File: src/design/mdc_pkg.sv
// constants shared by both ends of the multichannel synthesis link
// assumes a single 10 MHz system clock on both ends
package mdc_pkg;
   // channel layout
   localparam int N_CH    = 4;
   localparam int PRI     = 1;               // primary channel index
   localparam int ACC_W   = 32;
   localparam int PHASE_W = 14;
   localparam int DAC_W   = 10;
   localparam int SAMP_W  = 11;              // signed cosine sample
   localparam int SUM_W   = 13;              // summing node width

   // device register offsets on the link
   localparam logic [4:0] ADDR_CHAN_SEL  = 5'h00;
   localparam logic [4:0] ADDR_FUNC      = 5'h01;
   localparam logic [4:0] ADDR_CHAN_FUNC = 5'h03;
   localparam logic [4:0] ADDR_FREQ      = 5'h04;
   localparam logic [4:0] ADDR_PHASE     = 5'h05;
   localparam logic [4:0] ADDR_AMP       = 5'h06;

   // field positions
   localparam int CSR_EN_LSB      = 4;       // enable bit of channel n
   localparam int FUNC_TONE_BIT   = 2;       // test-tone mode
   localparam int FUNC_SYNC_OFF   = 5;       // sync clock disable
   localparam int CFR_MATCH_BIT   = 0;       // matched pipeline delay
   localparam int CFR_PWRDN_BIT   = 7;       // digital power-down
   localparam int CFR_COARSE_LSB  = 16;      // coarse level, 3 bits
   localparam int AMP_EN_BIT      = 12;      // fine multiplier enable
   localparam logic [3:0] COARSE_BASE = 4'ha; // shift at coarse zero

   // reset values
   localparam logic [7:0]  CSR_RST  = 8'h00;
   localparam logic [31:0] FREQ_RST = 32'h0000_0000;
   localparam logic [13:0] PHASE_RST = 14'h0000;

   // sync clock: four system clocks, sampled in its first high cycle
   localparam logic [1:0] SYNC_SAMPLE = 2'h2;

   // timing
   localparam int CLK_PERIOD_NS = 100;
   localparam int UPD_MIN_NS    = 400;      // one sync clock period
   localparam int UPD_HOLD =
      (UPD_MIN_NS + CLK_PERIOD_NS - 1) / CLK_PERIOD_NS;

   // host command registers
   localparam logic [3:0] H_LINK_ADDR = 4'h0;
   localparam logic [3:0] H_LINK_DATA = 4'h1;
   localparam logic [3:0] H_CTRL      = 4'h2;
   localparam logic [3:0] H_STATUS    = 4'h3;
   localparam int H_CTRL_UPD_BIT  = 0;
   localparam int H_CTRL_RST_BIT  = 1;
   localparam int H_CTRL_PROF_LSB = 4;
endpackage

File: src/design/mdc_link_if.sv
// link between the synthesis device and its host controller
// assumes both ends run on the same system clock
interface mdc_link_if;
   logic        wrStb;        // one-cycle register write
   logic [4:0]  wrAddr;
   logic [31:0] wrData;
   logic        ioUpdate;     // buffered-to-active transfer strobe
   logic [3:0]  profile;      // profile inputs
   logic        masterReset;  // level, clears the device
   logic        syncClk;      // quarter-rate sync clock

   modport device (
      input  wrStb, wrAddr, wrData, ioUpdate, profile, masterReset,
      output syncClk
   );
   modport host (
      output wrStb, wrAddr, wrData, ioUpdate, profile, masterReset,
      input  syncClk
   );
endinterface

File: src/design/mdc_device.sv
// four-channel synthesis core with summing node and converter code
// assumes the host drives the link from logic on the same mclk

// How it works
// - 32-bit accumulator adds tuning word each clock
// - cosine converts offset phase to amplitude
// - 14-bit phase offset added before conversion
// - primary and powered-up aux summed into converter code, except aux zero in test tone
// - aux channels at least 18 dB below full scale
// - channel enables act on write, no update
// - host powers down aux for single tone
// - master reset clears mode, tuning, phase
// - tuning and phase writes wait for update
// - matched delay aligns changes in single tone
// - shared writes reach every enabled channel
// - each channel independently programmed, profile-updated
// - coarse level minus sixty plus six dB
// - host sets coarse level for multitone
// - fine multiplier applied when its enable set
// - spur cancel sums attenuated aux outputs
// - test tone modulates primary by aux zero
// - update rising edge copies buffers to active
// - quarter-rate sync clock samples update, profile
module mdc_device (
   // clock and reset
   input  wire logic        mclk,
   input  wire logic        rst,
   // link to the host
   mdc_link_if.device       link,
   // converter input code, offset binary
   output      logic [9:0]  dacCode
);

   typedef struct packed {
      logic [7:0]              channel_select;
      logic [23:0]             funcB;
      logic [23:0]             funcA;
      logic [3:0][23:0]        cfrB;
      logic [3:0][23:0]        cfrA;
      logic [3:0][31:0]        ftwB;
      logic [3:0][31:0]        ftwA;
      logic [3:0][13:0]        powB;
      logic [3:0][13:0]        powA;
      logic [3:0][23:0]        ampB;
      logic [3:0][23:0]        ampA;
      logic [3:0][31:0]        acc;
      logic [3:0][13:0]        ph;
      logic [3:0][10:0]        cosv;
      logic [3:0][10:0]        lvl;
      logic [13:0]             powDly;
      logic [2:0][12:0]        ampDly;
      logic [1:0]              syncCnt;
      logic                    syncClk;
      logic                    updPrev;
      logic [3:0]              profPrev;
      logic [9:0]              dac;
   } mdc_dev_state_t;

   mdc_dev_state_t state_reg;
   mdc_dev_state_t state_next;

   // parabolic cosine: sine of phase plus a quarter turn
   function automatic logic [10:0] cosine(input logic [13:0] p);
      logic [13:0] q;
      logic [25:0] h;
      logic [25:0] prod;
      logic [10:0] mag;
      q = p + 14'h1000;
      h = {13'h0000, q[12:0]};
      prod = 26'(h * (26'h000_2000 - h));
      mag = {1'b0, prod[24:15]};
      cosine = q[13] ? 11'(-mag) : mag;
   endfunction

   // signed sample times a 10-bit fraction of full scale
   function automatic logic [10:0] scale(input logic [10:0] s,
                                         input logic [9:0]  m);
      logic signed [21:0] prod;
      prod = $signed(s) * $signed({1'b0, m});
      scale = 11'(prod >>> 10);
   endfunction

   logic               sample;
   logic               updEvent;
   logic               matched;
   logic [13:0]        pw;
   logic [12:0]        am;
   logic [3:0]         shamt;
   logic signed [12:0] sum;
   logic signed [21:0] modProd;

   always_comb begin
      state_next = state_reg;
      sample   = 1'b0;
      updEvent = 1'b0;
      matched  = 1'b0;
      pw       = 14'h0000;
      am       = 13'h0000;
      shamt    = 4'h0;
      sum      = 13'sh0000;
      modProd  = 22'sh000000;

      // writes: select register now, the rest into the buffers
      if (link.wrStb) begin
         case (link.wrAddr)
            mdc_pkg::ADDR_CHAN_SEL:
               state_next.channel_select = link.wrData[7:0];
            mdc_pkg::ADDR_FUNC:
               state_next.funcB = link.wrData[23:0];
            default: begin
               for (int n = 0; n < mdc_pkg::N_CH; n++) begin
                  if (state_reg.channel_select[mdc_pkg::CSR_EN_LSB + n]) begin
                     case (link.wrAddr)
                        mdc_pkg::ADDR_CHAN_FUNC:
                           state_next.cfrB[n] = link.wrData[23:0];
                        mdc_pkg::ADDR_FREQ:
                           state_next.ftwB[n] = link.wrData;
                        mdc_pkg::ADDR_PHASE:
                           state_next.powB[n] = link.wrData[13:0];
                        mdc_pkg::ADDR_AMP:
                           state_next.ampB[n] = link.wrData[23:0];
                        default: ;
                     endcase
                  end
               end
            end
         endcase
      end

      // sync clock runs on regardless; only the pin is gated
      state_next.syncCnt = state_reg.syncCnt + 2'h1;
      state_next.syncClk = state_next.syncCnt[1] &
                           ~state_reg.funcA[mdc_pkg::FUNC_SYNC_OFF];

      // strobe and profiles are looked at once per sync period
      sample = (state_reg.syncCnt == mdc_pkg::SYNC_SAMPLE);
      if (sample) begin
         state_next.updPrev  = link.ioUpdate;
         state_next.profPrev = link.profile;
         updEvent = (link.ioUpdate & ~state_reg.updPrev) |
                    (link.profile != state_reg.profPrev);
      end
      if (updEvent) begin
         state_next.funcA = state_reg.funcB;
         state_next.cfrA  = state_reg.cfrB;
         state_next.ftwA  = state_reg.ftwB;
         state_next.powA  = state_reg.powB;
         state_next.ampA  = state_reg.ampB;
      end

      // matched delay only when aux channels are down, no test tone
      matched = state_reg.cfrA[mdc_pkg::PRI][mdc_pkg::CFR_MATCH_BIT] &
                ~state_reg.funcA[mdc_pkg::FUNC_TONE_BIT] &
                state_reg.cfrA[0][mdc_pkg::CFR_PWRDN_BIT] &
                state_reg.cfrA[2][mdc_pkg::CFR_PWRDN_BIT] &
                state_reg.cfrA[3][mdc_pkg::CFR_PWRDN_BIT];
      // phase enters one stage, amplitude three stages after tuning
      state_next.powDly = state_reg.powA[mdc_pkg::PRI];
      state_next.ampDly = {state_reg.ampDly[1:0],
                           state_reg.ampA[mdc_pkg::PRI][12:0]};

      // per-channel pipeline: accumulate, offset, cosine, fine scale
      for (int n = 0; n < mdc_pkg::N_CH; n++) begin
         pw = (n == mdc_pkg::PRI && matched) ? state_reg.powDly
                                             : state_reg.powA[n];
         am = (n == mdc_pkg::PRI && matched) ? state_reg.ampDly[2]
                                             : state_reg.ampA[n][12:0];
         state_next.acc[n]  = state_reg.acc[n] + state_reg.ftwA[n];
         state_next.ph[n]   = state_reg.acc[n][31:18] + pw;
         state_next.cosv[n] = cosine(state_reg.ph[n]);
         state_next.lvl[n]  = am[mdc_pkg::AMP_EN_BIT]
                              ? scale(state_reg.cosv[n], am[9:0])
                              : state_reg.cosv[n];
      end

      // summing node: primary plus coarse-shifted aux channels
      sum = 13'($signed(state_reg.lvl[mdc_pkg::PRI]));
      if (state_reg.funcA[mdc_pkg::FUNC_TONE_BIT]) begin
         // aux zero scales the primary instead of adding a tone
         modProd = $signed(state_reg.lvl[mdc_pkg::PRI]) *
                   $signed(state_reg.lvl[0]);
         sum = sum + 13'(modProd >>> 9);
      end
      for (int n = 0; n < mdc_pkg::N_CH; n++) begin
         shamt = mdc_pkg::COARSE_BASE -
                 {1'b0, state_reg.cfrA[n][mdc_pkg::CFR_COARSE_LSB +: 3]};
         if (n != mdc_pkg::PRI &&
             !state_reg.cfrA[n][mdc_pkg::CFR_PWRDN_BIT] &&
             !(n == 0 && state_reg.funcA[mdc_pkg::FUNC_TONE_BIT])) begin
            // shift of at least three keeps aux 18 dB down or more
            sum = sum + 13'($signed(state_reg.lvl[n]) >>> shamt);
         end
      end

      // 13 bits hold +-512 plus three aux and full modulation, so
      // the sum never wraps; it is clipped to the converter range
      if (sum > 13'sd511)
         state_next.dac = 10'h3ff;
      else if (sum < -13'sd512)
         state_next.dac = 10'h000;
      else
         state_next.dac = {~sum[9], sum[8:0]};

      // master reset from the host empties everything
      if (link.masterReset)
         state_next = '0;
   end

   // single state register
   always_ff @(posedge mclk) begin
      if (rst)
         state_reg <= '0;
      else
         state_reg <= state_next;
   end

   assign dacCode      = state_reg.dac;
   assign link.syncClk = state_reg.syncClk;

endmodule

File: src/flat_wrapper.sv
// flat-port wrapper written by rule: the top's interface ports become plain ports
module mdc_device_flat 
  (mclk, rst, dacCode, link_wrStb, link_wrAddr, link_wrData, link_ioUpdate, link_profile, link_masterReset, link_syncClk);
  mdc_link_if link_i ();
  input  wire logic mclk;
  input  wire logic rst;
  output      logic [9:0] dacCode;
  input wire logic [$bits(link_i.wrStb)-1:0] link_wrStb;
  input wire logic [$bits(link_i.wrAddr)-1:0] link_wrAddr;
  input wire logic [$bits(link_i.wrData)-1:0] link_wrData;
  input wire logic [$bits(link_i.ioUpdate)-1:0] link_ioUpdate;
  input wire logic [$bits(link_i.profile)-1:0] link_profile;
  input wire logic [$bits(link_i.masterReset)-1:0] link_masterReset;
  output wire logic [$bits(link_i.syncClk)-1:0] link_syncClk;
  assign link_i.wrStb = link_wrStb;
  assign link_i.wrAddr = link_wrAddr;
  assign link_i.wrData = link_wrData;
  assign link_i.ioUpdate = link_ioUpdate;
  assign link_i.profile = link_profile;
  assign link_i.masterReset = link_masterReset;
  assign link_syncClk = link_i.syncClk;
  mdc_device u_core (.mclk(mclk), .rst(rst), .link(link_i), .dacCode(dacCode));
endmodule
File: config.mk
export PLATFORM = sky130hd
export DESIGN_NAME = mdc_device_flat
export DESIGN_NICKNAME = d
export VERILOG_FILES = /design/src/design/mdc_pkg.sv /design/src/design/mdc_link_if.sv /design/src/design/mdc_device.sv /design/src/flat_wrapper.sv
export SDC_FILE = /design/constraint.sdc
export NUM_CORES = 2
export LEC_CHECK = 0
export ABC_AREA = 1
export BUFFER_PORTS_ARGS = -buffer_cell sky130_fd_sc_hd__buf_2
export CAP_MARGIN = 5
export CELL_PAD_IN_SITES_DETAIL_PLACEMENT = 0
export CELL_PAD_IN_SITES_GLOBAL_PLACEMENT = 1
export CORE_AREA = 2 2 441 531
export CTS_BUF_LIST = sky130_fd_sc_hd__clkbuf_16
export DETAILED_ROUTE_END_ITERATION = 16
export DIE_AREA = 0 0 443 533
export PLACE_DENSITY = 0.62
export SYNTH_ARGS = -nofsm -noshare
export SYNTH_HDL_FRONTEND = slang
export SYNTH_SLANG_ARGS = --single-unit
File: constraint.sdc
create_clock -name mclk -period 9.9 [get_ports mclk]
set_input_delay 1.98 -clock mclk [delete_from_list [all_inputs] [get_ports mclk]]
set_output_delay 1.98 -clock mclk [all_outputs]
set_load 0.01 [all_outputs]
## Word-level counts from Yosys, hierarchy flattened

Cells that the tools add are included.
Widths: inputs -> output; s select.

| word-level totals | value |
|---|---|
| ROM bits | 0 |
| output and inout bits | 11 |
| input bits | 46 |
| memories | 0 |
| bits in writable memories | 0 |
| register bits after elaboration | 951 |
| bits in latches | 0 |
| logic and storage cells | 174 |

| operators by class | value |
|---|---|
| equality and inequality tests | 7 |
| div/mod/pow operators | 0 |
| $lt $le $gt $ge | 2 |
| bitwise operators | 16 |
| shifts and indexed selects | 3 |
| reduce and logical (&&, ||, !) cells | 28 |
| $add $sub $neg | 28 |
| multiplexer cells | 17 |
| multipliers | 9 |

Operator list:

| operator | count |
|---|---|
| $add 32x32->32 | 4 |
| $mul 13x26->25 | 4 |
| $mul 11x11->21 | 4 |
| $mux 13 | 5 |
| $reduce_and 4->1 | 16 |
| $mux 10 | 6 |
| $sub 14x13->15 const A | 4 |
| $add 14x13->14 const B | 4 |
| $add 14x14->14 | 4 |
| $mux 11 | 4 |
| $neg 10->11 | 4 |
| $add 13x13->13 | 3 |
| $sshr 11x4->13 | 3 |
| $mul 11x11->22 | 1 |
| $eq 5x3->1 const B | 3 |
| $mux 14 | 1 |
| $add 11x13->13 | 1 |
| $gt 13x10->1 const B | 1 |
| $lt 13x10->1 const B | 1 |
| $reduce_or 3->1 | 4 |
| $sub 4x3->4 const A | 3 |
| $not 1->1 | 9 |
| $and 1x1->1 | 6 |
| $eq 5x1->1 const B | 1 |
| other kinds (11) | 14 |

## Longest topological paths before layout

| depth | value |
|---|---|
| depth in word-level cells | 12 |
| gate-level depth with buffers | 66 |
| mapped depth without buffers | 65 |

## Least setup slack after synthesis

No wires, ideal clock.

| path | value |
|---|---|
| path type | register to register |
| start point | register u_core.state_reg[87] (netlist bit) |
| end point | register u_core.state_reg (netlist bit u_core.dacCode[2]) |
| arrival time | 9.177 ns |
| path buffers | 1 |
| library setup time | 0.109 ns |
| path slack | 0.614 ns |
| cell stages (with the launch flop) | 58 |
| clock period less this slack | 9.286 ns |
| required time | 9.791 ns |
| cells stage by stage | dfxtp_1 clkbuf_1 nand2_1 fa_1 fa_1 fa_1 inv_1 fa_1 fa_1 ha_1 a21oi_1 o21ai_0 a21o_1 nand2_1 nand2_1 a21oi_1 xor2_1 inv_1 [22 not listed] inv_1 nand4_1 o211ai_1 nand2_1 nand2_1 a21oi_1 or2_2 o21ai_0 o21ai_0 nand3b_1 nand2_1 inv_1 nand2_1 nand2_2 nand2_2 nand2_1 nand2_1 inv_1 |

| between the ends | value |
|---|---|
| longest elaborated chain between the ends | 12 |
| elaborated cells between the ends (all ways) | 13 |
| those cells by class | 4 x add/sub; 1 x mul; 2 x order compare; 6 x mux |

Ends and longest elaborated chain:

| element | RTL line | source |
|---|---|---|
| start, declared | mdc_device.sv:59 | `mdc_dev_state_t state_reg;` |
| start signal, assigned | mdc_device.sv:214 | `state_reg <= state_next;` |
| $mul 11x11->22 | mdc_device.sv:180 | `modProd = $signed(state_reg.lvl[mdc_pkg::PRI]) *` |
| $add 11x13->13 | mdc_device.sv:182 | `sum = sum + 13'(modProd >>> 9);` |
| $mux 13 * | mdc_device.sv:178 | `if (state_reg.funcA[mdc_pkg::FUNC_TONE_BIT]) begin` |
| $add 13x13->13 | mdc_device.sv:191 | `sum = sum + 13'($signed(state_reg.lvl[n]) >>> shamt);` |
| $mux 13 * | mdc_device.sv:187 | `if (n != mdc_pkg::PRI &&` |
| $add 13x13->13 | mdc_device.sv:191 |  |
| $mux 13 * | mdc_device.sv:187 |  |
| $add 13x13->13 | mdc_device.sv:191 |  |
| $mux 13 * | mdc_device.sv:187 |  |
| $lt 13x10->1 | mdc_device.sv:199 | `else if (sum < -13'sd512)` |
| $mux 10 | mdc_device.sv:199 |  |
| $mux 10 * | mdc_device.sv:197 | `if (sum > 13'sd511)` |

Every way passes the cells marked *; elsewhere a longest branch is shown, timed or not.
A chain may end at the register's enable or synchronous reset.

## Final worst setup path

| path | value |
|---|---|
| start point | register u_core.state_reg[86] (netlist bit) |
| end point | register u_core.state_reg (netlist bit u_core.dacCode[3]) |

Same word-level chain as after synthesis.

==> flow_summary.ini <==
[routing]
drt_iter0_markers = 3059
drc = 0
routed_via_density = 4.73
via_count = 64200
routed_wl_um = 226000
wl_per_cell_um = 16.7
ant_nets = 0
dr.pass1.iters = 8

[pwr]
leakage_nw = 43.4
power_w = 0.00783
power_density_nw_per_um2 = 88.3
peakVddDrop_v = 0.000141

[cts]
cts_sinks = 827
cts_tree = yes
path_clk_slew_ns = 0.06
clock_path_buffers = 3
htreeDepth = 3
clock_latency_ns = 0.72
cts_inserted_buffers = 97
root_buffer = clkbuf_16

[final_layout]
drive_gt1_share_pct = 5.68
largest_reg_flops = 791
layout.nets = 12300
multi_input_area_um2 = 55300
n_fill_cell = 24200
syn_to_final_growth_pct = 10.2
post-route-util_pct = 38.4
seqCellArea_um2 = 16600

[critical_path]
crit_type = flip-flop to flip-flop
worstSetupEndpointType = flip-flop
worstSetupStartpointType = flip-flop
required_ns = 10.56
r2r_slack_ns = 0.51
cp_slowest_cell = fa_1
cpLargestDelayFamily = adder cells
arrival_ns = 10.06
critPathMaxFanout = 5
critPathMaxStageDelay_ns = 0.53
rr_worst_depth = 59
reg2reg_from = u_core.state_reg[86]$_SDFF_PP0_
timing.critical_path.mode_cell = nand2_1
r2r-end = u_core.dacCode[3]$_SDFF_PP0_
worstPathBufferInverterCount = 13

[floorplan]
start_util_pct = 34.8
die_h_um = 533
die_area_um2 = 236000
core_region_area_um2 = 231000
die_w_um = 443
rows = 194
ios = 57

[synthesis]
synth.area.top_cells = fa_1 26%, dfxtp_1 21%, ha_1 12%
synth_cell_types = 63
synth_top_area_share_pct = 26.1
synthesis.yosys.warnings = 0
synth_ff_type = dfxtp_1
ys_seq_elements = 827
syn_inst = 10400
synth_area_leader_cell = fa_1
synth_seq_area_share_pct = 20.6
ys_async_sr_fraction_pct = 0
synth_edf_count = 0
synth.cell_area_um2 = 80500
syn_avg_cell_area_um2 = 7.73

[timing]
fmax_mhz = 106
finalSetupViolations = 0
hold_viol = 0
finalMaxSlewViolations = 0
skew_ns = 0.0346
tightest_slew_ns = 1.11
fin_crit_sh_pct = 94.9
hold_ws_ns = 0.404
max_slew_margin_pct = 25.6
setup_ws_ns = 0.509
period_minus_slack_ns = 9.39
setup-tns-final_ns = 0

[worst_hold_path]
min_path_cells = 2
hold_end = u_core.state_reg[38]$_SDFF_PP0_
hold_class = flip-flop to flip-flop
hp-start = u_core.state_reg[25]$_SDFF_PP0_

[global_routing]
grtUsageTotal_pct = 19.3
grt_pass1_vias = 66600
grt_pass1_wl_um = 365000
grt_overflow_total = 0
grt_max_degree = 193
antenna_found_initial = 9

[placement]
dpl_worst_slack_ns = -0.428
gp_congestion = 0.877
hpwl_um = 174000
io_buffers = 56

[flow_run]
maxCapViolCount = 0

[run_status]
outcome = finished, final reports clean
placed cells by master, fill, tap and decap left out, drive strengths merged, types with 7 or more instances in the layout:
cell type	instances
conb	44
xor2	83
bufinv	8
a21oi	559
a21boi	13
buf	257
o31ai	12
nor3	72
nor4	12
dfxtp	827
clkbuf	99
inv	2130
nand3b	7
ha	751
clkinv	58
nand3	174
o211ai	32
o21ai	841
a211oi	12
a221oi	16
nand2	1662
a31oi	14
fa	1051
a21o	16
o21a	68
o21bai	30
or2	28
xnor2	82
nor2	1481
nand4	33
Yosys cell counts (all sizes together) (7+ instances only):
master and n:
fa 1051, inv 2105, a221oi 16, dfxtp 827
a21oi 559, nand3b 7, nand3 174, o211ai 32
a211oi 12, or2 28, a21o 16, nor4 12
a31oi 14, o31ai 12, o21a 68, clkinv 17
o21bai 30, nor3 72, clkbuf 352, o21ai 841
buf 31, xnor2 82, xor2 83, nand2 1661
ha 751, nor2 1481, a21boi 13, nand4 33
routing by layer:
| layer | vias up | track usage, % | part of all wire [%] |
|---|---|---|---|
| met1 | 31100 | 25.0 | 45 |
| met4 | 2 | 4.29 | 1.9 |
| li1 | 31900 | - | - |
| met5 | - | 0 | 0.0057 |
| met2 | 855 | 34.7 | 50 |
| met3 | 213 | 1.43 | 2.9 |
power breakdown:
| group | switching [W] | internal (W) | leakage, nW |
|---|---|---|---|
| Combinational | 0.000552 | 0.000264 | 35.1 |
| Sequential | 0.0000813 | 0.00337 | 6.68 |
| Clock | 0.00154 | 0.00202 | 1.61 |
| Total | 0.00218 | 0.00566 | 43.4 |
worst max-delay path by stage:
| stage | startpoint | to | slack (ns) | cells past startpoint |
|---|---|---|---|---|
| 6_report | u_core.state_reg[86]$_SDFF_PP0_ | u_core.dacCode[3]$_SDFF_PP0_ | 0.51 | 59 |
| 5_1_grt | u_core.state_reg[73]$_SDFF_PP0_ | u_core.dacCode[3]$_SDFF_PP0_ | -0.08 | 59 |
| 4_1_cts | u_core.state_reg[88]$_SDFF_PP0_ | u_core.dacCode[3]$_SDFF_PP0_ | 0.009 | 55 |
| 3_5_place_dp | u_core.state_reg[74]$_SDFF_PP0_ | u_core.dacCode[2]$_SDFF_PP0_ | -0.43 | 52 |
| 3_3_place_gp | u_core.state_reg[74]$_SDFF_PP0_ | u_core.dacCode[4]$_SDFF_PP0_ | -0.36 | 53 |
| 2_1_floorplan | u_core.state_reg[87]$_SDFF_PP0_ | u_core.dacCode[2]$_SDFF_PP0_ | 0.61 | 57 |
worst reg2reg max path, delay by kind of cell, from the launching register on:
kind	cells	cell delay (ns)
adders and majority gates	10	4.06
xor gates and xnor gates	3	0.49
AOI/OAI and AO/OA	15	1.87
buffers and inverters	13	0.83
and+or+nand+nor	18	1.76
DFF	1	0.36
cell families after synthesis:
family                   after synthesis  share of synthesized area (%)
XOR/XNOR                             165                           1.79
adder cells (fa/ha/maj)             1802                           37.8
flip-flops                           827                           20.6
buffers and inverters               2505                           11.7
AO/OA/AOI/OAI                       1642                           11.0
AND/OR/NAND/NOR                     3478                           17.1
multiplexers                           1                         0.0124
other                                  2                        0.00932
repair_timing:
item                       4_1_cts  5_1_grt
hold buffers                     0        0
cloned                           0        1
gates resized for setup         14      154
setup buffers                    1       21
setup endpoints to repair       10       10
pin swaps                        1       74
per-stage QoR:
| stage | cells | area [µm²] |
|---|---|---|
| after global routing | 13600 | 88700 |
| after floorplan | 10500 | 80700 |
| after global placement | 13400 | 84700 |
| after CTS | 13500 | 87900 |
| final | 13600 | 88700 |
| after detailed placement | 13400 | 84700 |
cell type report:
type                            instances  area share [%]
Clock buffer                           99            2.79
Antenna cell                            4          0.0113
Timing Repair Buffer                  257            2.18
Tap cell                             3038            4.28
Clock inverter                         77           0.722
Sequential cell                       827            18.7
Multi-Input combinational cell       7133            62.3
Inverter                             2122            8.99
Power figures use the tool's default switching activity.
